<file path="src/shared/logic_ops_defs.svh">
`ifndef LOGIC_OPS_DEFS_SVH
`define LOGIC_OPS_DEFS_SVH
// ----------------------------------------------------------------------
// Register byte offsets
// ----------------------------------------------------------------------
`define OFS_CFG_LOGIC 8'h00
`define OFS_CFG_CMP 8'h04
`define OFS_CFG_MEM 8'h08
`define OFS_CFG_RST 8'h0c
`define OFS_STATUS 8'h10
`define OFS_NV_COUNT 8'h14
`define OFS_INV_BASE 8'h20
// ----------------------------------------------------------------------
// Field positions
// ----------------------------------------------------------------------
`define F_PAR_N 3:0
`define F_MAC_N1 7:4
`define F_MAC_N2 11:8
`define F_MAC_OP1 14:12
`define F_MAC_OP2 17:15
`define F_MAC_OP3 20:18
`define B_MAC_OUT_DIS 21
`define B_MAC_S1_EN 22
`define B_MAC_S2_EN 23
`define F_MUX_N 26:24
`define B_CMP_SIG 27
`define F_CMP_REL 30:28
`define F_CMP_CONST 7:0
`define F_CMP_N 11:8
`define F_TFF_CLR_EN 15:0
`define F_SR_PERSIST 23:16
`define B_ST_NV_BUSY 7
`define B_ST_NV_TMO 8
`define B_ST_WEAR 9
// ----------------------------------------------------------------------
// Reset values, limits and timing
// ----------------------------------------------------------------------
`define CFG_LOGIC_RST 32'h0200_0112
`define CFG_CMP_RST 32'h0000_0800
`define CFG_MEM_RST 32'h0000_0000
`define CFG_RST_RST 32'h0000_0000
`define PAR_N_MIN 4'h2
`define PAR_N_MAX 4'h8
`define MAC_N_MIN 4'h1
`define MAC_N_MAX 4'h7
`define MUX_N_MIN 4'h2
`define MUX_N_MAX 4'h4
`define CMP_N_MIN 4'h2
`define CMP_N_MAX 4'h8
`define CLK_HZ 40000000
`define NV_WRITE_MS 50
`define NV_WEAR_LIMIT 100000
`define BLINK_HZ 1
`endif

</file>
<file path="src/shared/logic_ops_pkg.sv">
package logic_ops_pkg;
	typedef enum logic [2:0] {GATE_AND, GATE_NAND, GATE_OR, GATE_NOR, GATE_XOR, GATE_XNOR,
		GATE_SRFF} gate_op_t;
	typedef enum logic [2:0] {REL_LT, REL_LE, REL_GT, REL_GE, REL_EQ, REL_NE} cmp_rel_t;
	typedef enum logic {NV_IDLE, NV_WRITE} nv_state_t;
	typedef struct packed {
		logic psel;
		logic penable;
		logic pwrite;
		logic [7:0] paddr;
		logic [31:0] pwdata;
		logic [3:0] pstrb;
	} apb_req_t;
	typedef struct packed {
		logic [31:0] prdata;
		logic pready;
		logic pslverr;
	} apb_rsp_t;
	typedef struct packed {
		logic cmp_out;
		logic mux_out;
		logic second_stage_result;
		logic first_stage_result;
		logic mac_out;
		logic even_par;
		logic odd_par;
	} logic_out_t;
endpackage

</file>
<file path="src/verilog/safety_logic_operator_library.sv">
`timescale 1ns/10ps
`include "logic_ops_defs.svh"
module safety_logic_operator_library
	import logic_ops_pkg::*;
#(
	parameter int N_DFF = 16,
	parameter int N_TFF = 16,
	parameter int N_SR = 8,
	parameter int N_RST = 16,
	parameter int NV_WRITE_CYCLES = `NV_WRITE_MS * (`CLK_HZ / 1000),
	parameter int BLINK_HALF_CYCLES = `CLK_HZ / (2 * `BLINK_HZ)
)(
	input wire logic clk,
	input wire logic rst_n,
	input wire apb_req_t apb_in,
	output apb_rsp_t apb_out,
	input wire logic [31:0] logic_in,
	input wire logic [N_DFF-1:0] dff_d,
	input wire logic [N_DFF-1:0] capture_edge_input,
	input wire logic [N_DFF-1:0] dff_set,
	input wire logic [N_DFF-1:0] dff_clr,
	input wire logic [N_TFF-1:0] tff_t,
	input wire logic [N_TFF-1:0] tff_clr,
	input wire logic [N_SR-1:0] sr_set,
	input wire logic [N_SR-1:0] sr_rst,
	input wire logic [N_RST-1:0] rs_in,
	input wire logic [N_RST-1:0] rs_restart,
	input wire logic [N_RST-1:0] rs_clr,
	input wire logic nv_wr_done,
	input wire logic [N_SR-1:0] nv_restore,
	output logic_out_t logic_out,
	output logic [N_DFF-1:0] dff_q,
	output logic [N_TFF-1:0] tff_q,
	output logic [N_SR-1:0] sr_q,
	output logic [N_RST-1:0] rs_q,
	output logic [N_RST-1:0] rs_req1,
	output logic [N_RST-1:0] rs_req2,
	output logic nv_wr_req,
	output logic [N_SR-1:0] nv_wr_data
);
	localparam int O_DFF_D = 32;
	localparam int O_DFF_CK = O_DFF_D + N_DFF;
	localparam int O_DFF_P = O_DFF_CK + N_DFF;
	localparam int O_DFF_C = O_DFF_P + N_DFF;
	localparam int O_TFF_T = O_DFF_C + N_DFF;
	localparam int O_TFF_C = O_TFF_T + N_TFF;
	localparam int O_SR_S = O_TFF_C + N_TFF;
	localparam int O_SR_R = O_SR_S + N_SR;
	localparam int O_RS_IN = O_SR_R + N_SR;
	localparam int O_RS_RE = O_RS_IN + N_RST;
	localparam int O_RS_C = O_RS_RE + N_RST;
	localparam int TOT = O_RS_C + N_RST;
	localparam int INV_WORDS = (TOT + 31) / 32;

	// ------------------------------------------------------------------
	// Helper functions
	// ------------------------------------------------------------------
	function automatic logic [3:0] clamp_n(input logic [3:0] n, input logic [3:0] lo,
		input logic [3:0] hi);
		clamp_n = (n < lo) ? lo : ((n > hi) ? hi : n);
	endfunction

	function automatic logic [7:0] low_mask(input logic [3:0] n);
		logic [7:0] m;
		m = 8'h00;
		for (int i = 0; i < 8; i++) begin
			m[i] = (4'(i) < n);
		end
		low_mask = m;
	endfunction

	// A first-stage gate set to the flip-flop code falls back to AND.
	function automatic logic gate_eval(input gate_op_t op, input logic [7:0] v,
		input logic [3:0] n);
		logic [7:0] m;
		m = low_mask(n);
		case (op)
			GATE_NAND: gate_eval = ~&(v | ~m);
			GATE_OR: gate_eval = |(v & m);
			GATE_NOR: gate_eval = ~|(v & m);
			GATE_XOR: gate_eval = ^(v & m);
			GATE_XNOR: gate_eval = ~^(v & m);
			default: gate_eval = &(v | ~m);
		endcase
	endfunction

	function automatic logic rel_eval(input cmp_rel_t rel, input logic [7:0] x,
		input logic [7:0] y);
		case (rel)
			REL_LT: rel_eval = x < y;
			REL_LE: rel_eval = x <= y;
			REL_GT: rel_eval = x > y;
			REL_GE: rel_eval = x >= y;
			REL_EQ: rel_eval = x == y;
			REL_NE: rel_eval = x != y;
			default: rel_eval = 1'b0;
		endcase
	endfunction

	// ------------------------------------------------------------------
	// APB slave
	// ------------------------------------------------------------------
	logic [31:0] cfg_logic_ff, cfg_cmp_ff, cfg_mem_ff, cfg_rst_ff;
	logic [31:0] inv_ff [INV_WORDS];
	logic [31:0] prdata_ff, rd_data, status;
	logic pready_ff, pslverr_ff, rd_hit, acc, wr_en, inv_hit;
	logic [5:0] inv_idx;
	logic [16:0] nv_count_ff;
	logic nv_tmo_ff, wear;
	logic_out_t logic_out_ff;
	nv_state_t nv_st_ff;

	function automatic logic [31:0] strb_merge(input logic [31:0] old, input logic [31:0] nw,
		input logic [3:0] strb);
		for (int b = 0; b < 4; b++) begin
			old[b*8 +: 8] = strb[b] ? nw[b*8 +: 8] : old[b*8 +: 8];
		end
		strb_merge = old;
	endfunction

	assign acc = apb_in.psel & apb_in.penable;
	assign wr_en = acc & apb_in.pwrite & pready_ff;
	assign inv_idx = apb_in.paddr[7:2] - 6'(`OFS_INV_BASE >> 2);
	assign inv_hit = (apb_in.paddr >= `OFS_INV_BASE) && (32'(inv_idx) < INV_WORDS)
		&& (apb_in.paddr[1:0] == 2'b00);
	assign status = {22'h0, wear, nv_tmo_ff, nv_st_ff == NV_WRITE, logic_out_ff};
	assign apb_out = '{prdata: prdata_ff, pready: pready_ff, pslverr: pslverr_ff};

	always_comb begin
		rd_hit = 1'b1;
		rd_data = 32'h0;
		case (apb_in.paddr)
			`OFS_CFG_LOGIC: rd_data = cfg_logic_ff;
			`OFS_CFG_CMP: rd_data = cfg_cmp_ff;
			`OFS_CFG_MEM: rd_data = cfg_mem_ff;
			`OFS_CFG_RST: rd_data = cfg_rst_ff;
			`OFS_STATUS: rd_data = status;
			`OFS_NV_COUNT: rd_data = {15'h0, nv_count_ff};
			default: begin
				rd_hit = inv_hit;
				rd_data = inv_hit ? inv_ff[inv_idx[$clog2(INV_WORDS+1)-1:0]] : 32'h0;
			end
		endcase
	end

	// One wait state: pready rises in the second access cycle with registered data.
	always_ff @(posedge clk) begin
		if (!rst_n) begin
			pready_ff <= 1'b0;
			prdata_ff <= 32'h0;
			pslverr_ff <= 1'b0;
		end else begin
			pready_ff <= acc & ~pready_ff;
			prdata_ff <= (acc & ~pready_ff & ~apb_in.pwrite) ? rd_data : 32'h0;
			pslverr_ff <= acc & ~pready_ff & ~rd_hit;
		end
	end

	always_ff @(posedge clk) begin
		if (!rst_n) begin
			cfg_logic_ff <= `CFG_LOGIC_RST;
			cfg_cmp_ff <= `CFG_CMP_RST;
			cfg_mem_ff <= `CFG_MEM_RST;
			cfg_rst_ff <= `CFG_RST_RST;
		end else if (wr_en) begin
			case (apb_in.paddr)
				`OFS_CFG_LOGIC: cfg_logic_ff <= strb_merge(cfg_logic_ff, apb_in.pwdata, apb_in.pstrb);
				`OFS_CFG_CMP: cfg_cmp_ff <= strb_merge(cfg_cmp_ff, apb_in.pwdata, apb_in.pstrb);
				`OFS_CFG_MEM: cfg_mem_ff <= strb_merge(cfg_mem_ff, apb_in.pwdata, apb_in.pstrb);
				`OFS_CFG_RST: cfg_rst_ff <= strb_merge(cfg_rst_ff, apb_in.pwdata, apb_in.pstrb);
				default: ;
			endcase
		end
	end

	// ------------------------------------------------------------------
	// Input synchronisers, inversion and edge detection
	// ------------------------------------------------------------------
	logic [TOT-1:0] raw_all, sync1_ff, sync2_ff, lvl, prev_ff, rise;
	logic [INV_WORDS*32-1:0] inv_vec;

	for (genvar w = 0; w < INV_WORDS; w++) begin : g_inv
		always_ff @(posedge clk) begin
			if (!rst_n) begin
				inv_ff[w] <= 32'h0;
			end else if (wr_en && inv_hit && 32'(inv_idx) == w) begin
				inv_ff[w] <= strb_merge(inv_ff[w], apb_in.pwdata, apb_in.pstrb);
			end
		end
		assign inv_vec[w*32 +: 32] = inv_ff[w];
	end

	assign raw_all = {rs_clr, rs_restart, rs_in, sr_rst, sr_set, tff_clr, tff_t, dff_clr,
		dff_set, capture_edge_input, dff_d, logic_in};

	assign lvl = sync2_ff ^ inv_vec[TOT-1:0];
	assign rise = lvl & ~prev_ff;

	always_ff @(posedge clk) begin
		if (!rst_n) begin
			sync1_ff <= '0;
			sync2_ff <= '0;
			prev_ff <= '0;
		end else begin
			sync1_ff <= raw_all;
			sync2_ff <= sync1_ff;
			prev_ff <= lvl;
		end
	end

	// ------------------------------------------------------------------
	// Combinational operators
	// ------------------------------------------------------------------
	logic [7:0] mac_v, cmp_bits, cmp_val, mux_mask;
	logic [3:0] par_n, mac_n1, mac_n2, mux_n, cmp_n, operand_a_bits, operand_b_bits;
	logic [3:0] mux_select_lines, mux_data;
	logic r1, r2, mac_sr_ff, nxt_mac_sr, mux_sel_bad, cmp_res;
	logic_out_t nxt_logic_out;
	gate_op_t op1, op2, op3;
	cmp_rel_t cmp_rel;

	assign par_n = clamp_n(cfg_logic_ff[`F_PAR_N], `PAR_N_MIN, `PAR_N_MAX);
	assign mac_n1 = clamp_n(cfg_logic_ff[`F_MAC_N1], `MAC_N_MIN, `MAC_N_MAX);
	assign mac_n2 = clamp_n(cfg_logic_ff[`F_MAC_N2], `MAC_N_MIN, `MAC_N_MAX);
	assign mux_n = clamp_n({1'b0, cfg_logic_ff[`F_MUX_N]}, `MUX_N_MIN, `MUX_N_MAX);
	assign cmp_n = clamp_n(cfg_cmp_ff[`F_CMP_N], `CMP_N_MIN, `CMP_N_MAX);
	assign op1 = gate_op_t'(cfg_logic_ff[`F_MAC_OP1]);
	assign op2 = gate_op_t'(cfg_logic_ff[`F_MAC_OP2]);
	assign op3 = gate_op_t'(cfg_logic_ff[`F_MAC_OP3]);
	assign cmp_rel = cmp_rel_t'(cfg_logic_ff[`F_CMP_REL]);
	assign mac_v = lvl[15:8];
	assign mux_mask = low_mask(mux_n);
	assign mux_data = lvl[19:16] & mux_mask[3:0];
	assign mux_select_lines = lvl[23:20] & mux_mask[3:0];
	assign cmp_bits = lvl[31:24];
	assign operand_a_bits = cmp_bits[3:0];
	assign operand_b_bits = cmp_bits[7:4];
	// constant-mode value, first input as LSB
	assign cmp_val = cmp_bits & low_mask(cmp_n);
	assign mux_sel_bad = (mux_select_lines == 4'h0)
		|| ((mux_select_lines & (mux_select_lines - 4'h1)) != 4'h0);

	// two first-stage gates feeding the final gate
	always_comb begin
		r1 = (mac_n1 == 4'h1) ? mac_v[0] : gate_eval(op1, mac_v, mac_n1);
		r2 = (mac_n2 == 4'h1) ? mac_v[mac_n1[2:0]] : gate_eval(op2, mac_v >> mac_n1, mac_n2);
		nxt_mac_sr = mac_sr_ff;
		// SR function on the final gate only
		if (op3 == GATE_SRFF) begin
			nxt_mac_sr = r2 ? 1'b0 : (r1 ? 1'b1 : mac_sr_ff);
		end
		cmp_res = cfg_logic_ff[`B_CMP_SIG]
			? rel_eval(cmp_rel, {4'h0, operand_a_bits}, {4'h0, operand_b_bits})
			: rel_eval(cmp_rel, cmp_val, cfg_cmp_ff[`F_CMP_CONST]);
		nxt_logic_out.cmp_out = cmp_res;
		// forward only on a single select
		nxt_logic_out.mux_out = ~mux_sel_bad & |(mux_data & mux_select_lines);
		// optional stage outputs and main-output suppression
		nxt_logic_out.first_stage_result = cfg_logic_ff[`B_MAC_S1_EN] & r1;
		nxt_logic_out.second_stage_result = cfg_logic_ff[`B_MAC_S2_EN] & r2;
		nxt_logic_out.mac_out = ~cfg_logic_ff[`B_MAC_OUT_DIS]
			& ((op3 == GATE_SRFF) ? nxt_mac_sr : gate_eval(op3, {6'h0, r2, r1}, 4'h2));
		nxt_logic_out.odd_par = ^(lvl[7:0] & low_mask(par_n));
		nxt_logic_out.even_par = ~^(lvl[7:0] & low_mask(par_n));
	end

	always_ff @(posedge clk) begin
		if (!rst_n) begin
			logic_out_ff <= '{even_par: 1'b1, default: 1'b0};
			mac_sr_ff <= 1'b0;
		end else begin
			logic_out_ff <= nxt_logic_out;
			mac_sr_ff <= nxt_mac_sr;
		end
	end
	assign logic_out = logic_out_ff;

	// ------------------------------------------------------------------
	// Memory operators
	// ------------------------------------------------------------------
	logic [N_DFF-1:0] dff_q_ff;
	logic [N_TFF-1:0] tff_q_ff;
	logic [N_SR-1:0] sr_q_ff, sr_shadow_ff, persist_en;
	logic restored_ff;

	for (genvar i = 0; i < N_DFF; i++) begin : g_dff
		always_ff @(posedge clk) begin
			if (!rst_n) begin
				dff_q_ff[i] <= 1'b0;
			end else if (lvl[O_DFF_C+i]) begin
				dff_q_ff[i] <= 1'b0;
			end else if (lvl[O_DFF_P+i]) begin
				dff_q_ff[i] <= 1'b1;
			end else if (rise[O_DFF_CK+i]) begin
				dff_q_ff[i] <= lvl[O_DFF_D+i];
			end
		end
	end

	for (genvar i = 0; i < N_TFF; i++) begin : g_tff
		always_ff @(posedge clk) begin
			if (!rst_n) begin
				tff_q_ff[i] <= 1'b0;
			// optional clear, toggle on rising edge
			end else if (cfg_mem_ff[i] && lvl[O_TFF_C+i]) begin
				tff_q_ff[i] <= 1'b0;
			end else if (rise[O_TFF_T+i]) begin
				tff_q_ff[i] <= ~tff_q_ff[i];
			end
		end
	end

	assign persist_en = cfg_mem_ff[16 +: N_SR];
	for (genvar i = 0; i < N_SR; i++) begin : g_sr
		always_ff @(posedge clk) begin
			if (!rst_n) begin
				sr_q_ff[i] <= 1'b0;
			end else if (!restored_ff) begin
				sr_q_ff[i] <= nv_restore[i];
			end else if (lvl[O_SR_R+i]) begin
				sr_q_ff[i] <= 1'b0;
			end else if (lvl[O_SR_S+i]) begin
				sr_q_ff[i] <= 1'b1;
			end
		end
	end

	assign dff_q = dff_q_ff;
	assign tff_q = tff_q_ff;
	assign sr_q = sr_q_ff;

	// ------------------------------------------------------------------
	// Non-volatile state writer
	// ------------------------------------------------------------------
	logic [31:0] nv_timer_ff;
	logic [N_SR-1:0] nv_data_ff;
	logic nv_go, nv_tmo_set, nv_tmo_clr;

	// write whenever a persisted state differs from what was stored
	assign nv_go = restored_ff && (nv_st_ff == NV_IDLE)
		&& (((sr_q_ff ^ sr_shadow_ff) & persist_en) != '0);
	// a write may last at most the write time
	assign nv_tmo_set = (nv_st_ff == NV_WRITE) && !nv_wr_done
		&& (nv_timer_ff == 32'(NV_WRITE_CYCLES - 1));
	assign nv_tmo_clr = wr_en && (apb_in.paddr == `OFS_STATUS) && apb_in.pstrb[1]
		&& apb_in.pwdata[`B_ST_NV_TMO];
	assign wear = nv_count_ff >= 17'(`NV_WEAR_LIMIT);

	always_ff @(posedge clk) begin
		if (!rst_n) begin
			restored_ff <= 1'b0;
			sr_shadow_ff <= '0;
		end else if (!restored_ff) begin
			restored_ff <= 1'b1;
			sr_shadow_ff <= nv_restore;
		end else if (nv_go) begin
			sr_shadow_ff <= (sr_shadow_ff & ~persist_en) | (sr_q_ff & persist_en);
		end
	end

	always_ff @(posedge clk) begin
		if (!rst_n) begin
			nv_st_ff <= NV_IDLE;
			nv_timer_ff <= 32'h0;
			nv_data_ff <= '0;
		end else begin
			case (nv_st_ff)
				NV_IDLE: begin
					nv_timer_ff <= 32'h0;
					if (nv_go) begin
						nv_st_ff <= NV_WRITE;
						nv_data_ff <= (sr_shadow_ff & ~persist_en) | (sr_q_ff & persist_en);
					end
				end
				NV_WRITE: begin
					nv_timer_ff <= nv_timer_ff + 32'h1;
					if (nv_wr_done || nv_tmo_set) begin
						nv_st_ff <= NV_IDLE;
					end
				end
				default: nv_st_ff <= NV_IDLE;
			endcase
		end
	end

	always_ff @(posedge clk) begin
		if (!rst_n) begin
			nv_count_ff <= 17'h0;
		end else if (nv_go && nv_count_ff != 17'h1ffff) begin
			nv_count_ff <= nv_count_ff + 17'h1;
		end
	end

	// A timeout in the clearing cycle still sets the flag.
	always_ff @(posedge clk) begin
		if (!rst_n) begin
			nv_tmo_ff <= 1'b0;
		end else begin
			nv_tmo_ff <= nv_tmo_set | (nv_tmo_ff & ~nv_tmo_clr);
		end
	end

	assign nv_wr_req = nv_st_ff == NV_WRITE;
	assign nv_wr_data = nv_data_ff;

	// ------------------------------------------------------------------
	// Manual restart latches
	// ------------------------------------------------------------------
	logic [31:0] blink_cnt_ff;
	logic blink_ff;
	logic [N_RST-1:0] rs_q_ff, rs_req1_ff, rs_req2_ff, rs_off;

	always_ff @(posedge clk) begin
		if (!rst_n) begin
			blink_cnt_ff <= 32'h0;
			blink_ff <= 1'b0;
		end else if (blink_cnt_ff == 32'(BLINK_HALF_CYCLES - 1)) begin
			blink_cnt_ff <= 32'h0;
			blink_ff <= ~blink_ff;
		end else begin
			blink_cnt_ff <= blink_cnt_ff + 32'h1;
		end
	end

	// instance count is a module parameter
	for (genvar i = 0; i < N_RST; i++) begin : g_rs
		assign rs_off[i] = (cfg_rst_ff[i] & lvl[O_RS_C+i]) | ~lvl[O_RS_IN+i];
		always_ff @(posedge clk) begin
			if (!rst_n) begin
				rs_q_ff[i] <= 1'b0;
				rs_req1_ff[i] <= 1'b0;
				rs_req2_ff[i] <= 1'b1;
			end else begin
				// enabled clear (cfg_rst_ff bit) or false input resets, restart edge sets
				rs_q_ff[i] <= !rs_off[i] && (rs_q_ff[i] || rise[O_RS_RE+i]);
				rs_req1_ff[i] <= !rs_off[i] && !rs_q_ff[i] && !rise[O_RS_RE+i];
				rs_req2_ff[i] <= rs_off[i]
					|| (!rs_q_ff[i] && !rise[O_RS_RE+i] && blink_ff);
			end
		end
	end

	assign rs_q = rs_q_ff;
	assign rs_req1 = rs_req1_ff;
	assign rs_req2 = rs_req2_ff;
endmodule
</file>
<file path="config.mk">
export PLATFORM = sky130hd
export DESIGN_NAME = safety_logic_operator_library
export DESIGN_NICKNAME = d
export VERILOG_FILES = /design/src/shared/logic_ops_pkg.sv /design/src/verilog/safety_logic_operator_library.sv
export VERILOG_INCLUDE_DIRS = /design/src /design/src/shared
export SDC_FILE = /design/constraint.sdc
export NUM_CORES = 2
export LEC_CHECK = 0
export BUFFER_PORTS_ARGS = -buffer_cell sky130_fd_sc_hd__buf_2
export CAP_MARGIN = 15
export CORE_MARGIN = 8
export CORE_UTILIZATION = 35
export DETAILED_ROUTE_END_ITERATION = 8
export PLACE_DENSITY_LB_ADDON = 0.2
export SYNTH_ARGS = -nofsm -noshare
export SYNTH_HDL_FRONTEND = slang
export SYNTH_SLANG_ARGS = --single-unit
</file>
<file path="constraint.sdc">
create_clock -name clk -period 4.57 [get_ports clk]
set_input_delay 1.1425 -clock clk [delete_from_list [all_inputs] [get_ports clk]]
set_output_delay 1.1425 -clock clk [all_outputs]
set_load 0.01 [all_outputs]
</file>
==> impl_metrics.toml <==
[floorplan]
die_h_um = 347
io_pins = 388
core_area_um2 = 109000
die-area_um2 = 120000
die_w_um = 347
start_util = 0.352
fp-row-count = 121

[critical_path]
setup.worst_path.start = "inv_ff[0][13]$_SDFFCE_PN0P_"
r2r_start = "inv_ff[0][13]$_SDFFCE_PN0P_"
cp.required_ps = 5160
worstPathArrival_ps = 4890
cp-start-kind = "flop"
critical_path_peak_fanout = 6
cp-end-kind = "flop"
crit_type = "reg2reg"
reg2reg_setup_slack_ps = 270

[yosys]
ys_warn_count = 0
synth_edf_count = 192
syn_area_um2 = 38300
synth_seq_cells = 983
synth_flop_cell = "dfxtp_1"
netlist-cell-type-count = 72
syn-instance-count = 3619
avgSynthCellArea_um2 = 10.6
async_reset_ff_frac = 0
yosysSeqAreaShare = 0.564

[clocking]
cts_max_level = 3
post_cts_buffers = 0
cts_buffers = 106
clk_latency_ps = 710
numClockSinks = 983
cts-root-buf = "clkbuf_16"
path_clk_slew_ps = 60
tritoncts = "done"
clockBufferDepth = 3

[global_route]
grt_pass1_wl_um = 182000
grt_remaining_overflow = 0
grt_max_degree = 102
grt_usage = 0.204
antenna_found_initial = 9
grt_pass1_vias = 26519

[timing]
fin_crit_sh = 0.942
slew_viol_final = 0
slew_headroom = 0.325
tightest_slew_ps = 1010
finalHoldViolations = 0
skew_ps = 30.5
setup_viol = 0
fmax_mhz = 232
finalSetupTns_ps = 0
period_needed_ps = 4300
rsz0062_at_grt = "false"

[power_and_ir_drop]
p_sw_frac = 0.227
sequentialPowerShare = 0.474
leakage_nw = 19.1
combPwrFrac = 0.058
ir_drop_mv = 0.299
p_int_w = 0.0152
clkPwrFrac = 0.468
p_switching_w = 0.00446
p_per_area_nw_per_um2 = 431

[outcome]
status = "finished clean"

[hold_path]
min_from = "sync1_ff[47]$_SDFF_PN0_"
hp-class = "reg2reg"

[drt]
wirelength_um = 127000
vias_per_cell = 4.89
drtIter0Drc = 2117
vias = 26758
wl_per_cell_um = 23.1
ant_nets = 0
drc = 0
dr.pass1.iters = 6

[cells_and_area]
drive_gt1_frac = 0.170
num-nets-final = 4244
fin_util = 0.420
area_growth_pct = 19.1

[place]
place_hpwl_um = 97000
gp_congestion = 0.904
place.port_buffers = 387

[job]
drv_cap = 0
[state kept, by name (all words and copies together), names as in the netlist, 16 cells and up]
register	cells
cfg_logic_ff	32
tff_q	16
rs_req1	16
dff_q	16
nv_timer_ff	32
prev_ff	48
inv_ff	192
prdata_ff	32
rs_req2	16
sync1_ff	192
cfg_mem_ff	32
nv_count_ff	17
cfg_rst_ff	32
cfg_cmp_ff	32
sync2_ff	192
rs_q	16
blink_cnt_ff	32
[worst max-delay path, stage by stage, from the launching register on]
cell	delay [ps]
edfxtp_1	420
xnor2_2	220
mux2_2	290
o21a_1	180
or4_1	490
ha_1	320
xnor2_1	190
xnor2_1	110
a221o_1	310
a21boi_0	190
o22ai_1	110
nor2_2	180
ha_1	290
mux2i_1	160
o22ai_1	100
a2111o_1	430
a221oi_1	220
[layout make-up]
class                           count  area, µm²
Timing Repair Buffer              451       2510
Clock inverter                     33        493
Antenna cell                        3       7.51
Sequential cell                   983      21600
Multi-Input combinational cell   2378      15700
Clock buffer                      168       3310
Fill cell                       10686      63100
Tap cell                         1414       1770
Inverter                           46        178
[synth_stat cells, types with 49 or more instances]
library cell,count,area [µm²]
xor2_1,189,1660
a21oi_1,143,716
xnor2_1,97,850
mux2i_1,179,1790
o21ai_0,49,245
dfxtp_1,791,15800
and2_1,618,3870
nand3_1,95,475
edfxtp_1,192,5770
nand2_1,202,758
nor2_1,361,1360
clkbuf_1,183,687
[cell usage in the layout (no fill, tap or decap), types with 24 or more instances in the layout]
cell	Yosys	layout
nand2_1	202	202
buf_2	6	384
nor3_1	30	30
and2_1	618	618
dfxtp_1	791	791
nand3_1	95	95
xor2_1	189	189
nor2_1	361	354
clkbuf_1	183	29
inv_1	43	43
a21oi_1	143	143
edfxtp_1	192	192
o211ai_1	24	24
ha_1	28	28
o21ai_0	49	49
xnor2_1	97	95
clkbuf_16	0	115
mux2i_1	179	179
nand2b_1	44	44
buf_4	5	59
mux4_2	39	39
[final timing paths]
kind                              to  cells past startpoint
min          sync2_ff[47]$_SDFF_PN0_                      1
min reg2reg  sync2_ff[47]$_SDFF_PN0_                      1
max          logic_out[2]$_SDFF_PN0_                     16
max reg2reg  logic_out[2]$_SDFF_PN0_                     16
[cells by family after synthesis]
kind of cell / Yosys count / synth area share
simple gates: 1484 / 0.204
other cells: 1 / 0.0000979
fa+ha+maj: 28 / 0.00915
xor+xnor: 286 / 0.0654
buf+inv: 259 / 0.0261
flops: 983 / 0.564
compound gates: 355 / 0.0595
mux: 223 / 0.0712
[stage by stage]
step	instance area (µm²)	total power, W	hold slack [ps]	setup WS (ps)	instances
floorplan	38300	0.0101	412	554	3620
global placement	41800	0.0106	415	253	5271
detailed placement	41800	0.0106	417	146	5272
CTS	45600	0.0198	419	112	5473
global route	45600	0.0203	434	66.9	5473
finish	45600	0.0196	422	265	5476
[power groups by stage]
| stage | Sequential, W | Combinational (W) | Clock (W) |
|---|---|---|---|
| after floorplan | 0.00944 | 0.000629 | 0 |
| after global placement | 0.00949 | 0.00114 | 0 |
| after detailed placement | 0.00950 | 0.00115 | 0 |
| after CTS | 0.00931 | 0.00115 | 0.00938 |
| after global routing | 0.00933 | 0.00123 | 0.00975 |
| final | 0.00931 | 0.00113 | 0.00920 |
[timing repair]
action,CTS,global route
hold buffers,0,0
hold endpoints to repair,0,0
resized for setup,0,4
endpoints found under the setup margin,0,1
[layer usage]
metal	track usage	vias up	wire length, µm
met4	0.0700	2	4360
met5	0	-	13
met3	0.0381	183	7180
met1	0.264	12952	55300
li1	-	12856	-
met2	0.340	765	59900
Note: power is estimated with default switching activity, not from simulation.
